[config.mk]
export PLATFORM = sky130hd
export DESIGN_NAME = timer16_top
export DESIGN_NICKNAME = d
export VERILOG_FILES = /design/src/hw/timer16_pkg.sv /design/src/hw/timer16_tick_sel.sv /design/src/hw/timer16_prescale.sv /design/src/hw/timer16_top.sv
export SDC_FILE = /design/constraint.sdc
export NUM_CORES = 1
export LEC_CHECK = 0
export ABC_CLOCK_PERIOD_IN_PS = 4350
export BUFFER_PORTS_ARGS = -buffer_cell sky130_fd_sc_hd__clkbuf_2
export CAP_MARGIN = 10
export CORE_MARGIN = 2
export CORE_UTILIZATION = 45
export DETAILED_ROUTE_END_ITERATION = 10
export PLACE_DENSITY = 0.67
export RECOVER_POWER = 25
export SLEW_MARGIN = 20
export SYNTH_ARGS = -nofsm -noshare
export SYNTH_HDL_FRONTEND = slang
export SYNTH_SLANG_ARGS = --single-unit
[constraint.sdc]
create_clock -name ref_clk -period 4.35 [get_ports ref_clk]
set_clock_uncertainty 0.1 [all_clocks]
set_input_delay 0.6525 -clock ref_clk [delete_from_list [all_inputs] [get_ports ref_clk]]
set_output_delay 0.6525 -clock ref_clk [all_outputs]
set_load 0.01 [all_outputs]
[src/hw/timer16_pkg.sv]
// constants and carrier types for the sixteen-bit up-count timer
package timer16_pkg;
    localparam logic [7:0] timer_mode_offset     = 8'h06;
    localparam logic [7:0] edge_select_offset    = 8'h0c;
    localparam logic [7:0] intrq_offset          = 8'h05;
    localparam logic [7:0] mode_reset            = 8'h00;
    localparam logic [7:0] edge_reset            = 8'h00;
    localparam int         src_msb               = 7;
    localparam int         src_lsb               = 5;
    localparam int         pre_msb               = 4;
    localparam int         pre_lsb               = 3;
    localparam int         bitsel_msb            = 2;
    localparam int         bitsel_lsb            = 0;
    localparam int         edge_bit              = 4;
    localparam int         timer_irq_bit         = 2;
    localparam logic [3:0] irq_bit_base          = 4'h8;

    typedef enum logic [2:0] {
        src_stop   = 3'b000,
        src_sys    = 3'b001,
        src_res2   = 3'b010,
        src_res3   = 3'b011,
        src_fastrc = 3'b100,
        src_xtal   = 3'b101,
        src_slowrc = 3'b110,
        src_pin    = 3'b111
    } clk_src_e;

    // one cycle i/o access from the core
    typedef struct packed {
        logic       wr;
        logic       rd;
        logic [7:0] addr;
        logic [7:0] wdata;
    } io_req_s;

    // dedicated timer store/read instruction strobes
    typedef struct packed {
        logic        store;
        logic        read;
        logic [15:0] store_data;
    } tmr_cmd_s;

    // raw clock sources, sampled on ref_clk
    typedef struct packed {
        logic fast_rc_clock;
        logic crystal_osc_clock;
        logic slow_rc_clock;
        logic external_count_pin;
    } clk_in_s;
endpackage : timer16_pkg

[src/hw/timer16_tick_sel.sv]
// source select and edge detect, producing one tick per rising source edge, or per falling edge for the pin
`timescale 1ns/100ps
module timer16_tick_sel
    import timer16_pkg::*;
(
    input  wire logic               ref_clk,
    input  wire logic               rst,
    input  wire timer16_pkg::clk_src_e src,
    input  wire timer16_pkg::clk_in_s  clk_in,
    output logic                    tick
);
    logic [3:0] prev_reg;
    logic       sel;

    // the sources are slower than ref_clk, so each edge is seen as one sample change
    always_ff @(posedge ref_clk or posedge rst)
    begin
        if (rst)
            prev_reg <= 4'h0;
        else
            prev_reg <= clk_in;
    end

    always_comb
    begin
        case (src)
            src_sys:    sel = 1'b1;
            src_fastrc: sel = clk_in.fast_rc_clock & ~prev_reg[3];
            src_xtal:   sel = clk_in.crystal_osc_clock & ~prev_reg[2];
            src_slowrc: sel = clk_in.slow_rc_clock & ~prev_reg[1];
            src_pin:    sel = ~clk_in.external_count_pin & prev_reg[0];
            default:    sel = 1'b0;
        endcase
    end

    assign tick = sel;
endmodule : timer16_tick_sel

[src/hw/timer16_prescale.sv]
// divide-by 1/4/16/64 prescaler on source ticks
`timescale 1ns/100ps
module timer16_prescale
    import timer16_pkg::*;
(
    input  wire logic       ref_clk,
    input  wire logic       rst,
    input  wire logic [1:0] div_sel,
    input  wire logic       tick_in,
    output logic            tick_out
);
    logic [5:0] cnt_reg;
    logic [5:0] limit;

    always_comb
    begin
        case (div_sel)
            2'b00:   limit = 6'h00;
            2'b01:   limit = 6'h03;
            2'b10:   limit = 6'h0f;
            default: limit = 6'h3f;
        endcase
    end

    always_ff @(posedge ref_clk or posedge rst)
    begin
        if (rst)
            cnt_reg <= 6'h00;
        else if (tick_in)
            cnt_reg <= (cnt_reg >= limit) ? 6'h00 : cnt_reg + 6'h01;
    end

    assign tick_out = tick_in && (cnt_reg >= limit);
endmodule : timer16_prescale

[src/hw/timer16_top.sv]
// sixteen-bit up-count timer with mode, edge select and interrupt flag
`timescale 1ns/100ps
// What this block does
// - five clock sources through a multiplexer
// - prescaler divides by 1, 4, 16, 64
// - counter counts up by one per tick
// - store instruction loads counter from memory
// - read instruction returns count to memory
// - interrupt from counter bit 8 to 15
// - edge select bit 4 picks rising/falling
// - source field: stop, system, reserved, four sources
// - request every 2^(n+9) prescaled ticks
// - event sets request register bit 2
// - pin source counts falling pin edges
// - stop setting holds the counter
// - selected bit transition is the overflow
// - rate is source / prescale / 2^(n+9)
// - hardware sets flags, software write loads them
module timer16_top
    import timer16_pkg::*;
(
    input  wire logic                 ref_clk,
    input  wire logic                 rst,
    input  wire timer16_pkg::io_req_s  io_req,
    output logic [7:0]                io_rdata,
    input  wire timer16_pkg::tmr_cmd_s tmr_cmd,
    output logic [15:0]               count_rdata,
    output logic                      count_valid,
    input  wire timer16_pkg::clk_in_s  clk_in,
    output logic [7:0]                intrq,
    output logic                      timer_irq_pulse
);
    import timer16_pkg::*;

    logic [7:0]  mode_reg;
    logic [7:0]  edge_reg;
    logic [7:0]  intrq_reg;
    logic [15:0] count_reg;
    logic [15:0] count_rd_reg;
    logic        count_valid_reg;
    logic [7:0]  io_rdata_reg;
    logic [15:0] count_prev_reg;
    logic        mode_wr;
    logic        edge_wr;
    logic        intrq_wr;
    clk_src_e    src_code;
    logic [1:0]  div_code;
    logic [2:0]  bitsel_code;
    logic        falling_sel;
    logic        src_tick;
    logic        pre_tick;
    logic        sel_bit;
    logic        prev_bit;
    logic        irq_event;
    logic [3:0]  bit_idx;

    // address match shared by the register writes
    function automatic logic io_hit(input io_req_s req, input logic [7:0] offset);
        io_hit = (req.addr == offset);
    endfunction : io_hit

    function automatic logic [3:0] irq_bit_index(input logic [2:0] code);
        irq_bit_index = irq_bit_base + {1'b0, code};
    endfunction : irq_bit_index

    function automatic logic pick_bit(input logic [15:0] value, input logic [3:0] idx);
        pick_bit = value[idx];
    endfunction : pick_bit

    function automatic logic edge_seen(input logic prev, input logic cur, input logic falling);
        edge_seen = falling ? (prev & ~cur) : (~prev & cur);
    endfunction : edge_seen

    function automatic logic [7:0] read_value(input logic [7:0] addr,
                                              input logic [7:0] mode,
                                              input logic [7:0] edges,
                                              input logic [7:0] flags);
        case (addr)
            timer_mode_offset:  read_value = mode;
            edge_select_offset: read_value = edges;
            intrq_offset:       read_value = flags;
            default:            read_value = 8'h00;
        endcase
    endfunction : read_value

    assign mode_wr     = io_req.wr && io_hit(io_req, timer_mode_offset);
    assign edge_wr     = io_req.wr && io_hit(io_req, edge_select_offset);
    assign intrq_wr    = io_req.wr && io_hit(io_req, intrq_offset);
    assign src_code    = clk_src_e'(mode_reg[src_msb:src_lsb]);
    assign div_code    = mode_reg[pre_msb:pre_lsb];
    assign bitsel_code = mode_reg[bitsel_msb:bitsel_lsb];
    assign falling_sel = edge_reg[edge_bit];

    timer16_tick_sel u_sel (
        .ref_clk (ref_clk),
        .rst     (rst),
        .src     (src_code),
        .clk_in  (clk_in),
        .tick    (src_tick)
    );

    timer16_prescale u_pre (
        .ref_clk  (ref_clk),
        .rst      (rst),
        .div_sel  (div_code),
        .tick_in  (src_tick),
        .tick_out (pre_tick)
    );

    always_ff @(posedge ref_clk or posedge rst)
    begin
        if (rst)
            mode_reg <= mode_reset;
        else if (mode_wr)
            mode_reg <= io_req.wdata;
    end

    always_ff @(posedge ref_clk or posedge rst)
    begin
        if (rst)
            edge_reg <= edge_reset;
        else if (edge_wr)
            edge_reg <= io_req.wdata;
    end

    // store wins over counting in the same cycle
    always_ff @(posedge ref_clk or posedge rst)
    begin
        if (rst)
            count_reg <= 16'h0000;
        else if (tmr_cmd.store)
            count_reg <= tmr_cmd.store_data;
        else if (pre_tick)
            count_reg <= count_reg + 16'h0001;
    end

    always_ff @(posedge ref_clk or posedge rst)
    begin
        if (rst)
        begin
            count_rd_reg    <= 16'h0000;
            count_valid_reg <= 1'b0;
        end
        else
        begin
            count_valid_reg <= tmr_cmd.read;
            if (tmr_cmd.read)
                count_rd_reg <= count_reg;
        end
    end

    assign bit_idx  = irq_bit_index(bitsel_code);
    assign sel_bit  = pick_bit(count_reg, bit_idx);
    assign prev_bit = pick_bit(count_prev_reg, bit_idx);

    // the whole previous count is kept, so moving the bit selection never fakes an edge
    always_ff @(posedge ref_clk or posedge rst)
    begin
        if (rst)
            count_prev_reg <= 16'h0000;
        else
            count_prev_reg <= count_reg;
    end

    // a load can also make the bit toggle and is counted as an event too
    assign irq_event = edge_seen(prev_bit, sel_bit, falling_sel);

    always_ff @(posedge ref_clk or posedge rst)
    begin
        if (rst)
            intrq_reg <= 8'h00;
        else
        begin
            if (intrq_wr)
                intrq_reg <= io_req.wdata;
            if (irq_event)
                intrq_reg[timer_irq_bit] <= 1'b1;
        end
    end

    always_ff @(posedge ref_clk or posedge rst)
    begin
        if (rst)
            io_rdata_reg <= 8'h00;
        else if (io_req.rd)
            io_rdata_reg <= read_value(io_req.addr, mode_reg, edge_reg, intrq_reg);
    end

    assign io_rdata        = io_rdata_reg;
    assign count_rdata     = count_rd_reg;
    assign count_valid     = count_valid_reg;
    assign intrq           = intrq_reg;
    assign timer_irq_pulse = irq_event;
endmodule : timer16_top

==> metrics.txt, run 1 <==
share of the synthesized area in the top cell type=0.5266; crit-path max cell delay=0.55 ns; Highest Clock Rate=337.0 MHz; vias=3014; Post-Syn Instances=347; hold_sp=clk_in[1]; worst path cell trace=mux4_2, or3b_1, a31oi_1, clkbuf_2; endpoint class of the critical path=primary output; vias in the first global route=2970; Post-synth EDFFs=0; Max-Cap Viols=1; Area Overhead vs Synth=16.37%; mapped cell area=3944 µm²; I/O Buffers=75; Worst-Skew Late Latency=0.36 ns; post-DP HPWL=6047 µm; Vias/cell=5.676; Routed WL=8488 µm; row count=34; fin nets=466; post-cts sizing count=0; Tcrit/Tclk final=0.6822; worst slew pin tran=2.567 ns; H-tree depth=3; RSZ-0062 raised after global routing=no; R2R Setup Slk=1.77 ns; Critical Path Fanout Max=6; die area=9529 µm²; die height=97.62 µm; WS Path Type=register to primary output; final setup fails=0; Synth area leaders=dfrtp_1 53%, mux2_2 9.1%, a31oi_1 2.9%, nor2_1 2.9%, mux4_2 2.3%; Buf/Inv on CP=1; Logic pwr share=0.137; grt met2 use=0.3066; first-pass GRT wire length=14740 µm; core area=8593 µm²; Hold Fails Final Rpt=0; violations in the final reports=max-capacitance violations, max-slew violations; met1 Track Usage GR=0.2567; GRT Util Overall=0.1904; CTS max path bufs=2; CP startpoint=mode_reg[0]$_DFFE_PP0P_; Critical R2R Launch=mode_reg[4]$_DFFE_PP0P_; # diodes=0; GRT Max-Usage Layer=met2; Min-Delay Path Class=primary input to register; largest area contributor in the netlist=dfrtp_1; hold buffer count at CTS=0; net switching power=0.4737 mW; DR WL/cell=15.98 µm; clock transition at the registers of the reported paths=0.08 ns; CP Launch Type=register; postcts setup bufs=0; Yosys reg bits=83; largest net degree at the start of global routing=59; die width=97.62 µm; outcome=finished with violations; fin cells=531; Synth cell types=48; layout cells sized above 1=0.3144; ys flop type=dfrtp_1; Clock Root Buffer=clkbuf_8; slowest CP cell=mux4_2; CTS buffer count=9; power per cell area=364.4 nW/µm²; grt ovf=0; Residual DRC=0; I/O pin total=76; drt first pass iters=6; Data arrival, critical path=2.21 ns; static leakage=2.022 nW; synth warn=0; kind of cell adding the most delay to the critical path=multiplexers; GP Congestion=0.8270; clock sink total=83; Initial Utilization=0.4589; initial detailed-routing violation count=165; Post-Syn Area per Cell=11.37 µm²; Post-synth top cells=83 x dfrtp_1, 32 x mux2_2, 30 x nor2_1; Max-Slew Margin vs Limit=-0.7207; Pint=1.199 mW; Seq/Total Area, Yosys=0.5266; Flop pwr share=0.523; global routing usage on met3=0.05540; initial antenna violation count=0; CTS tree=done; Inst Count DP=515; worst hold margin=0.3182 ns; ys async rst share=1.000; count leader, synth=dfrtp_1; clock share of power=0.340; Max IR drop VDD=219.9 µV; min Tclk post-route=2.967 ns; setup TNS=0 ns; Net Sw Frac=0.2833; antenna viol nets, final=0; Slew Viols, Final=59; Critical Path RT=3.60 ns; syn nets=395
[stage by stage]
step / power [mW] / setup WS, ns / area (µm²) / utilization
global route: 1.759 / 1.228 / 4589 / 0.5341
CTS: 1.692 / 1.346 / 4594 / 0.5347
floorplan: 1.036 / 1.461 / 3944 / -
global placement: 1.114 / 1.759 / 4393 / 0.5112
finish: 1.672 / 1.383 / 4589 / 0.5341
detailed placement: 1.122 / 1.743 / 4393 / 0.5112
[routing by layer]
metal	wire length [µm]	vias up	share of wire
met5	0	-	0
met4	73	0	0.0086
met3	504	6	0.059
met2	3952	97	0.47
met1	3957	1473	0.47
li1	-	1438	-
[path summary, 6_finish.rpt]
| check | end | depth (start not counted) |
|---|---|---|
| setup / recovery | timer_irq_pulse | 4 |
| max in group asynchronous | count_reg[15]$_DFFE_PP0P_ | 3 |
| hold reg to reg | count_prev_reg[15]$_DFF_PP0_ | 0 |
| setup reg to reg | count_reg[7]$_DFFE_PP0P_ | 8 |
| hold / removal | u_sel.prev_reg[1]$_DFF_PP0_ | 1 |
| min in group asynchronous | intrq[0]$_DFFE_PP0P_ | 2 |
[worst register-to-register path, stage by stage (launching register included)]
cell and delay (ns):
dfrtp_1 0.45, or2_2 0.31, ha_1 0.28, nor2b_1 0.04, o221ai_1 0.25, a221oi_2 0.09
buf_4 0.25, or4_1 0.55, a31oi_1 0.17
[power groups by stage]
stage          logic [mW]  clock network, mW  registers, mW
2_1_floorplan       0.150                  0          0.886
3_3_place_gp        0.227                  0          0.887
3_5_place_dp        0.232                  0          0.890
4_1_cts             0.233              0.584          0.875
5_1_grt             0.258              0.617          0.885
6_report            0.230              0.568          0.875
[cells by family after synthesis]
logic type                 count (synthesis)  synth area share
DFF                                       83            0.5266
AOI/OAI and AO/OA                         78            0.1415
and+or+nand+nor                          100            0.1390
buffers and inverters                     37           0.03965
adders and majority gates                  6           0.01904
muxes                                     43            0.1342
[cell type report]
class	count	area, µm²
fill	749	4004
sequential	83	2077
multi-input combinational	227	1710
timing repair buffer	78	392.9
tap	108	135.1
clock buffer	10	127.6
clock inverter	6	73.82
inverter	19	72.57
[cells in the final DEF (no fill, tap or decap), types with 3 or more instances in the layout]
cell	Yosys	layout
and2_1	4	4
or3_1	3	3
nand3_1	11	11
nand2_1	12	12
nand2b_1	3	3
nand4_1	5	5
clkbuf_2	0	71
o21ai_0	4	4
or4_1	12	12
o31ai_1	12	12
mux4_2	4	4
inv_1	18	17
buf_4	4	3
nor2_1	30	30
mux2_2	32	32
a22o_1	5	5
clkbuf_8	0	9
ha_1	6	6
o21ai_1	6	6
a22oi_1	8	8
nor2b_1	5	5
o22ai_1	9	9
a21oi_1	4	4
a31oi_1	18	18
clkbuf_1	12	5
dfrtp_1	83	83
mux2_1	7	7
(Power assumes the default switching activity.)
==> run 2: changes to the inputs <==
ABC_CLOCK_PERIOD_IN_PS = 2900   (was 4350)
clock period = 2.9 ns   (was 4.35 ns; I/O delays follow)
==> metrics.txt, run 2 (same netlist as run 1, synthesis figures left out) <==
outcome=finished with violations; violations in the final reports=max-capacitance violations, max-slew violations; hold buffer count at CTS=0; # diodes=0; first-pass GRT wire length=14120 µm; R2R Path End=count_reg[3]$_DFFE_PP0P_; GP Congestion=0.8426; CTS max path bufs=2; CP Launch Type=register; setup TNS=0 ns; Data arrival, critical path=2.15 ns; vias=3003; R2R cell count=8; I/O pin total=76; fin nets=471; clock transition at the registers of the reported paths=0.09 ns; Tcrit/Tclk final=0.9267; Flop pwr share=0.539; die area=9529 µm²; CTS buffer count=9; Net Sw Frac=0.2852; postcts setup bufs=0; worst path cell trace=mux4_2, or3b_1, a31oi_1, clkbuf_2; Hold Fails Final Rpt=0; final setup fails=0; CP startpoint=mode_reg[0]$_DFFE_PP0P_; Placed Area=4443 µm²; initial detailed-routing violation count=140; post-cts sizing count=0; Max-Cap Viols=1; Logic pwr share=0.146; Initial Utilization=0.4589; min Tclk post-route=2.688 ns; most frequent cells in the layout=82 x dfrtp_1, 72 x clkbuf_2, 32 x mux2_2; clock share of power=0.315; grt ovf=0; Critical Path RT=2.37 ns; Residual DRC=0; Worst-Skew Late Latency=0.35 ns; static leakage=2.041 nW; GRT Util Overall=0.1811; RSZ-0062 raised after global routing=no; row count=34; CTS tree=done; vias in the first global route=2944; endpoint class of the critical path=primary output; I/O Buffers=75; layout cells sized above 1=0.3294; clock sink total=83; R2R Setup Slk=0.32 ns; Final Cell Area=4626 µm²; post-DP HPWL=5908 µm; Area Overhead vs Synth=17.29%; crit-path max cell delay=0.52 ns; Design Power=2.430 mW; crit path to=timer_irq_pulse; Pint=1.737 mW; largest net degree at the start of global routing=49; Vias/cell=5.603; worst slew pin tran=1.647 ns; Clock Root Buffer=clkbuf_8; antenna viol nets, final=0; initial antenna violation count=0; net switching power=0.6931 mW; Max-Slew Margin vs Limit=-0.1038; core area=8593 µm²; Critical Path Fanout Max=6; DR WL/cell=15.37 µm; die height=97.62 µm; commonest non-fill, non-tap cell in the layout=dfrtp_1; Critical R2R Launch=mode_reg[4]$_DFFE_PP0P_; H-tree depth=3; Fillers=728; drt first pass iters=4; die width=97.62 µm; Min-Delay Path Class=primary input to register; WS Path Type=register to primary output; Highest Clock Rate=372.1 MHz; Max IR drop VDD=239.8 µV; Slew Viols, Final=36; slowest CP cell=mux4_2; power per cell area=525.4 nW/µm²; Routed WL=8239 µm
-- run 2: cell types whose count changed in the layout (fill, tap and decap cells not counted), sizes merged --
cell,before,now
clkinv,1,0
bufinv,1,0
clkinvlp,3,5
buf,3,8
-- run 2: worst min path at each step --
| stage | startpoint | to | cells after the start |
|---|---|---|---|
| finish | clk_in[3] | u_sel.prev_reg[3]$_DFF_PP0_ | 1 |
| global route | clk_in[3] | u_sel.prev_reg[3]$_DFF_PP0_ | 1 |
| CTS | rst | count_prev_reg[13]$_DFF_PP0_ | 2 |
| detailed placement | count_reg[15]$_DFFE_PP0P_ | count_prev_reg[15]$_DFF_PP0_ | 0 |
| global placement | count_reg[15]$_DFFE_PP0P_ | count_prev_reg[15]$_DFF_PP0_ | 0 |
| floorplan | count_reg[15]$_DFFE_PP0P_ | count_prev_reg[15]$_DFF_PP0_ | 0 |
-- run 2: final cells by class --
class	instances	area (µm²)	area share
sequential	83	2078	0.4493
clock buffer	10	137.6	0.02975
tap	108	135.1	0.02921
clock inverter	6	47.55	0.01028
timing repair buffer	83	444.2	0.09602
multi-input combinational	227	1710	0.3698
inverter	19	72.57	0.01569
-- run 2: per-layer routing --
layer	track usage	vias up	wire, µm	part of all wire
li1	-	1450	-	-
met1	0.2560	1457	3964	0.48
met2	0.2775	90	3785	0.46
met3	0.03453	6	413	0.050
met4	0.07051	0	76	0.0092
met5	0	-	0	0
-- run 2: per-stage QoR --
step / worst slack (ns) / hold slack, ns / utilization / instances
floorplan: 0.2282 / 0.2969 / - / 347
global placement: 0.4457 / 0.3330 / 0.5170 / 520
detailed placement: 0.3369 / 0.3567 / 0.5170 / 520
CTS: 0.06449 / 0.04007 / 0.5386 / 536
global route: 0.03861 / 0.07544 / 0.5383 / 536
finish: 0.2125 / 0.1010 / 0.5383 / 536
-- run 2: power by group through the flow --
stage | logic (mW) | clock network (mW) | registers [mW]
floorplan | 0.225 | 0 | 1.33
global placement | 0.350 | 0 | 1.33
detailed placement | 0.357 | 0 | 1.33
CTS | 0.358 | 0.797 | 1.31
global route | 0.395 | 0.846 | 1.32
finish | 0.354 | 0.766 | 1.31
-- run 2: critical path: cells and delay by family, from the launching register on --
kind            cells  cell delay (ns)
mux                 1             0.52
flops               1             0.46
simple gates        1             0.36
compound gates      1             0.27
buf+inv             1             0.19
==> run 3: changes to the inputs <==
CELL_PAD_IN_SITES_DETAIL_PLACEMENT = 1   (was unset)
CELL_PAD_IN_SITES_GLOBAL_PLACEMENT = 2   (was unset)
CORE_UTILIZATION = 36   (was 45)
PLACE_DENSITY = unset   (was 0.67)
PLACE_DENSITY_LB_ADDON = 0.1   (was unset)
==> metrics.txt, run 3 (same netlist as run 1, synthesis figures left out) <==
setup TNS=0 ns; I/O pin total=76; Min-Delay Path Class=primary input to register; fin cells=571; layout cells sized above 1=0.3202; worst slew pin tran=1.586 ns; Critical Path Fanout Max=6; largest net degree at the start of global routing=48; Area Overhead vs Synth=19.00%; I/O Buffers=75; core area=10750 µm²; outcome=finished with violations; CP Launch Type=register; Routed WL=9877 µm; # diodes=0; fin nets=474; Placed Area=4506 µm²; Vias/cell=5.417; vias=3093; static leakage=2.058 nW; Max IR drop VDD=283.4 µV; clock share of power=0.361; WS Path Type=register to primary output; endpoint class of the critical path=primary output; die area=11810 µm²; initial antenna violation count=0; CTS buffer count=9; power per cell area=558.4 nW/µm²; min Tclk post-route=2.690 ns; row count=38; hold buffer count at CTS=0; CTS tree=done; Hold Fails Final Rpt=0; vias in the first global route=3140; Worst-Skew Late Latency=0.35 ns; RSZ-0062 raised after global routing=no; Max-Cap Viols=1; GP Congestion=0.8284; Inst Count DP=555; Net Sw Frac=0.2788; Initial Utilization=0.3670; initial detailed-routing violation count=97; Logic pwr share=0.141; post-DP HPWL=7293 µm; die width=108.7 µm; first-pass GRT wire length=16060 µm; net switching power=0.7307 mW; final setup fails=0; final core occ=0.4368; violations in the final reports=max-capacitance violations, max-slew violations; Design Power=2.621 mW; Pint=1.890 mW; die height=108.7 µm; Critical Path RT=2.37 ns; clock transition at the registers of the reported paths=0.09 ns; Highest Clock Rate=371.8 MHz; Tcrit/Tclk final=0.9274; drt first pass iters=4; postcts setup bufs=0; DR WL/cell=17.30 µm; Residual DRC=0; clock sink total=83; grt ovf=0; Max-Slew Margin vs Limit=-0.06346; post-cts sizing count=0; Final Cell Area=4693 µm²; commonest non-fill, non-tap cell in the layout=dfrtp_1; antenna viol nets, final=0; Slew Viols, Final=38; H-tree depth=3; CTS max path bufs=2; Clock Root Buffer=clkbuf_8; most frequent cells in the layout=82 x dfrtp_1, 71 x clkbuf_2, 32 x mux2_2; Data arrival, critical path=2.15 ns; Flop pwr share=0.499; GRT Util Overall=0.1771
run 3: changes by cell type in the layout (fill, tap and decap cells not counted):
cell,previous run,this run
inv_6,2,3
clkinv_2,0,1
bufinv_16,0,2
clkbuf_2,72,71
buf_12,1,0
clkbuf_1,3,9
clkinvlp_4,4,1
clkbuf_8,10,9
buf_4,7,6
run 3: final cells by class:
cell class	count	area, µm²
Clock buffer	9	123.9
Inverter	19	72.57
Fill cell	1203	6052
Timing Repair Buffer	86	434.2
Sequential cell	83	2078
Clock inverter	7	98.84
Tap cell	140	175.2
Multi-Input combinational cell	227	1710
run 3: final timing paths:
check,start,end,slack (ns),cells past startpoint
min,clk_in[2],u_sel.prev_reg[2]$_DFF_PP0_,0.11,1
max,mode_reg[0]$_DFFE_PP0P_,timer_irq_pulse,0.21,4
min in group asynchronous,rst,count_rdata[15]$_DFFE_PP0P_,0.32,2
min reg2reg,count_reg[15]$_DFFE_PP0P_,count_prev_reg[15]$_DFF_PP0_,0.38,0
max in group asynchronous,rst,u_pre.cnt_reg[3]$_DFFE_PP0P_,0.54,3
max reg2reg,mode_reg[4]$_DFFE_PP0P_,count_reg[5]$_DFFE_PP0P_,0.35,8
run 3: per-layer routing:
metal  share of wire  GRT usage
met1            0.48     0.2451
met2            0.48     0.2866
met3           0.030    0.03347
met4          0.0057    0.04670
met5               0          0
run 3: stage by stage:
stage,hold slack (ns),worst slack [ns]
3_5_place_dp,0.3748,0.3434
3_3_place_gp,0.3695,0.4367
4_1_cts,0.03190,0.07315
2_1_floorplan,0.2969,0.2282
5_1_grt,0.09688,0.08639
6_report,0.1061,0.2105
run 3: power groups by stage:
stage                     Clock (mW)  Sequential (mW)  Combinational (mW)
after CTS                      0.968             1.31               0.386
final                          0.945             1.31               0.369
after global routing            1.02             1.32               0.415
after floorplan                    0             1.33               0.225
after detailed placement           0             1.33               0.384
after global placement             0             1.33               0.377
run 3: worst max-delay path, stage by stage, from the launching register on:
cell and delay (ns):
dfrtp_2 0.47, mux4_2 0.54, or3b_1 0.36, a31oi_1 0.26, clkbuf_2 0.18
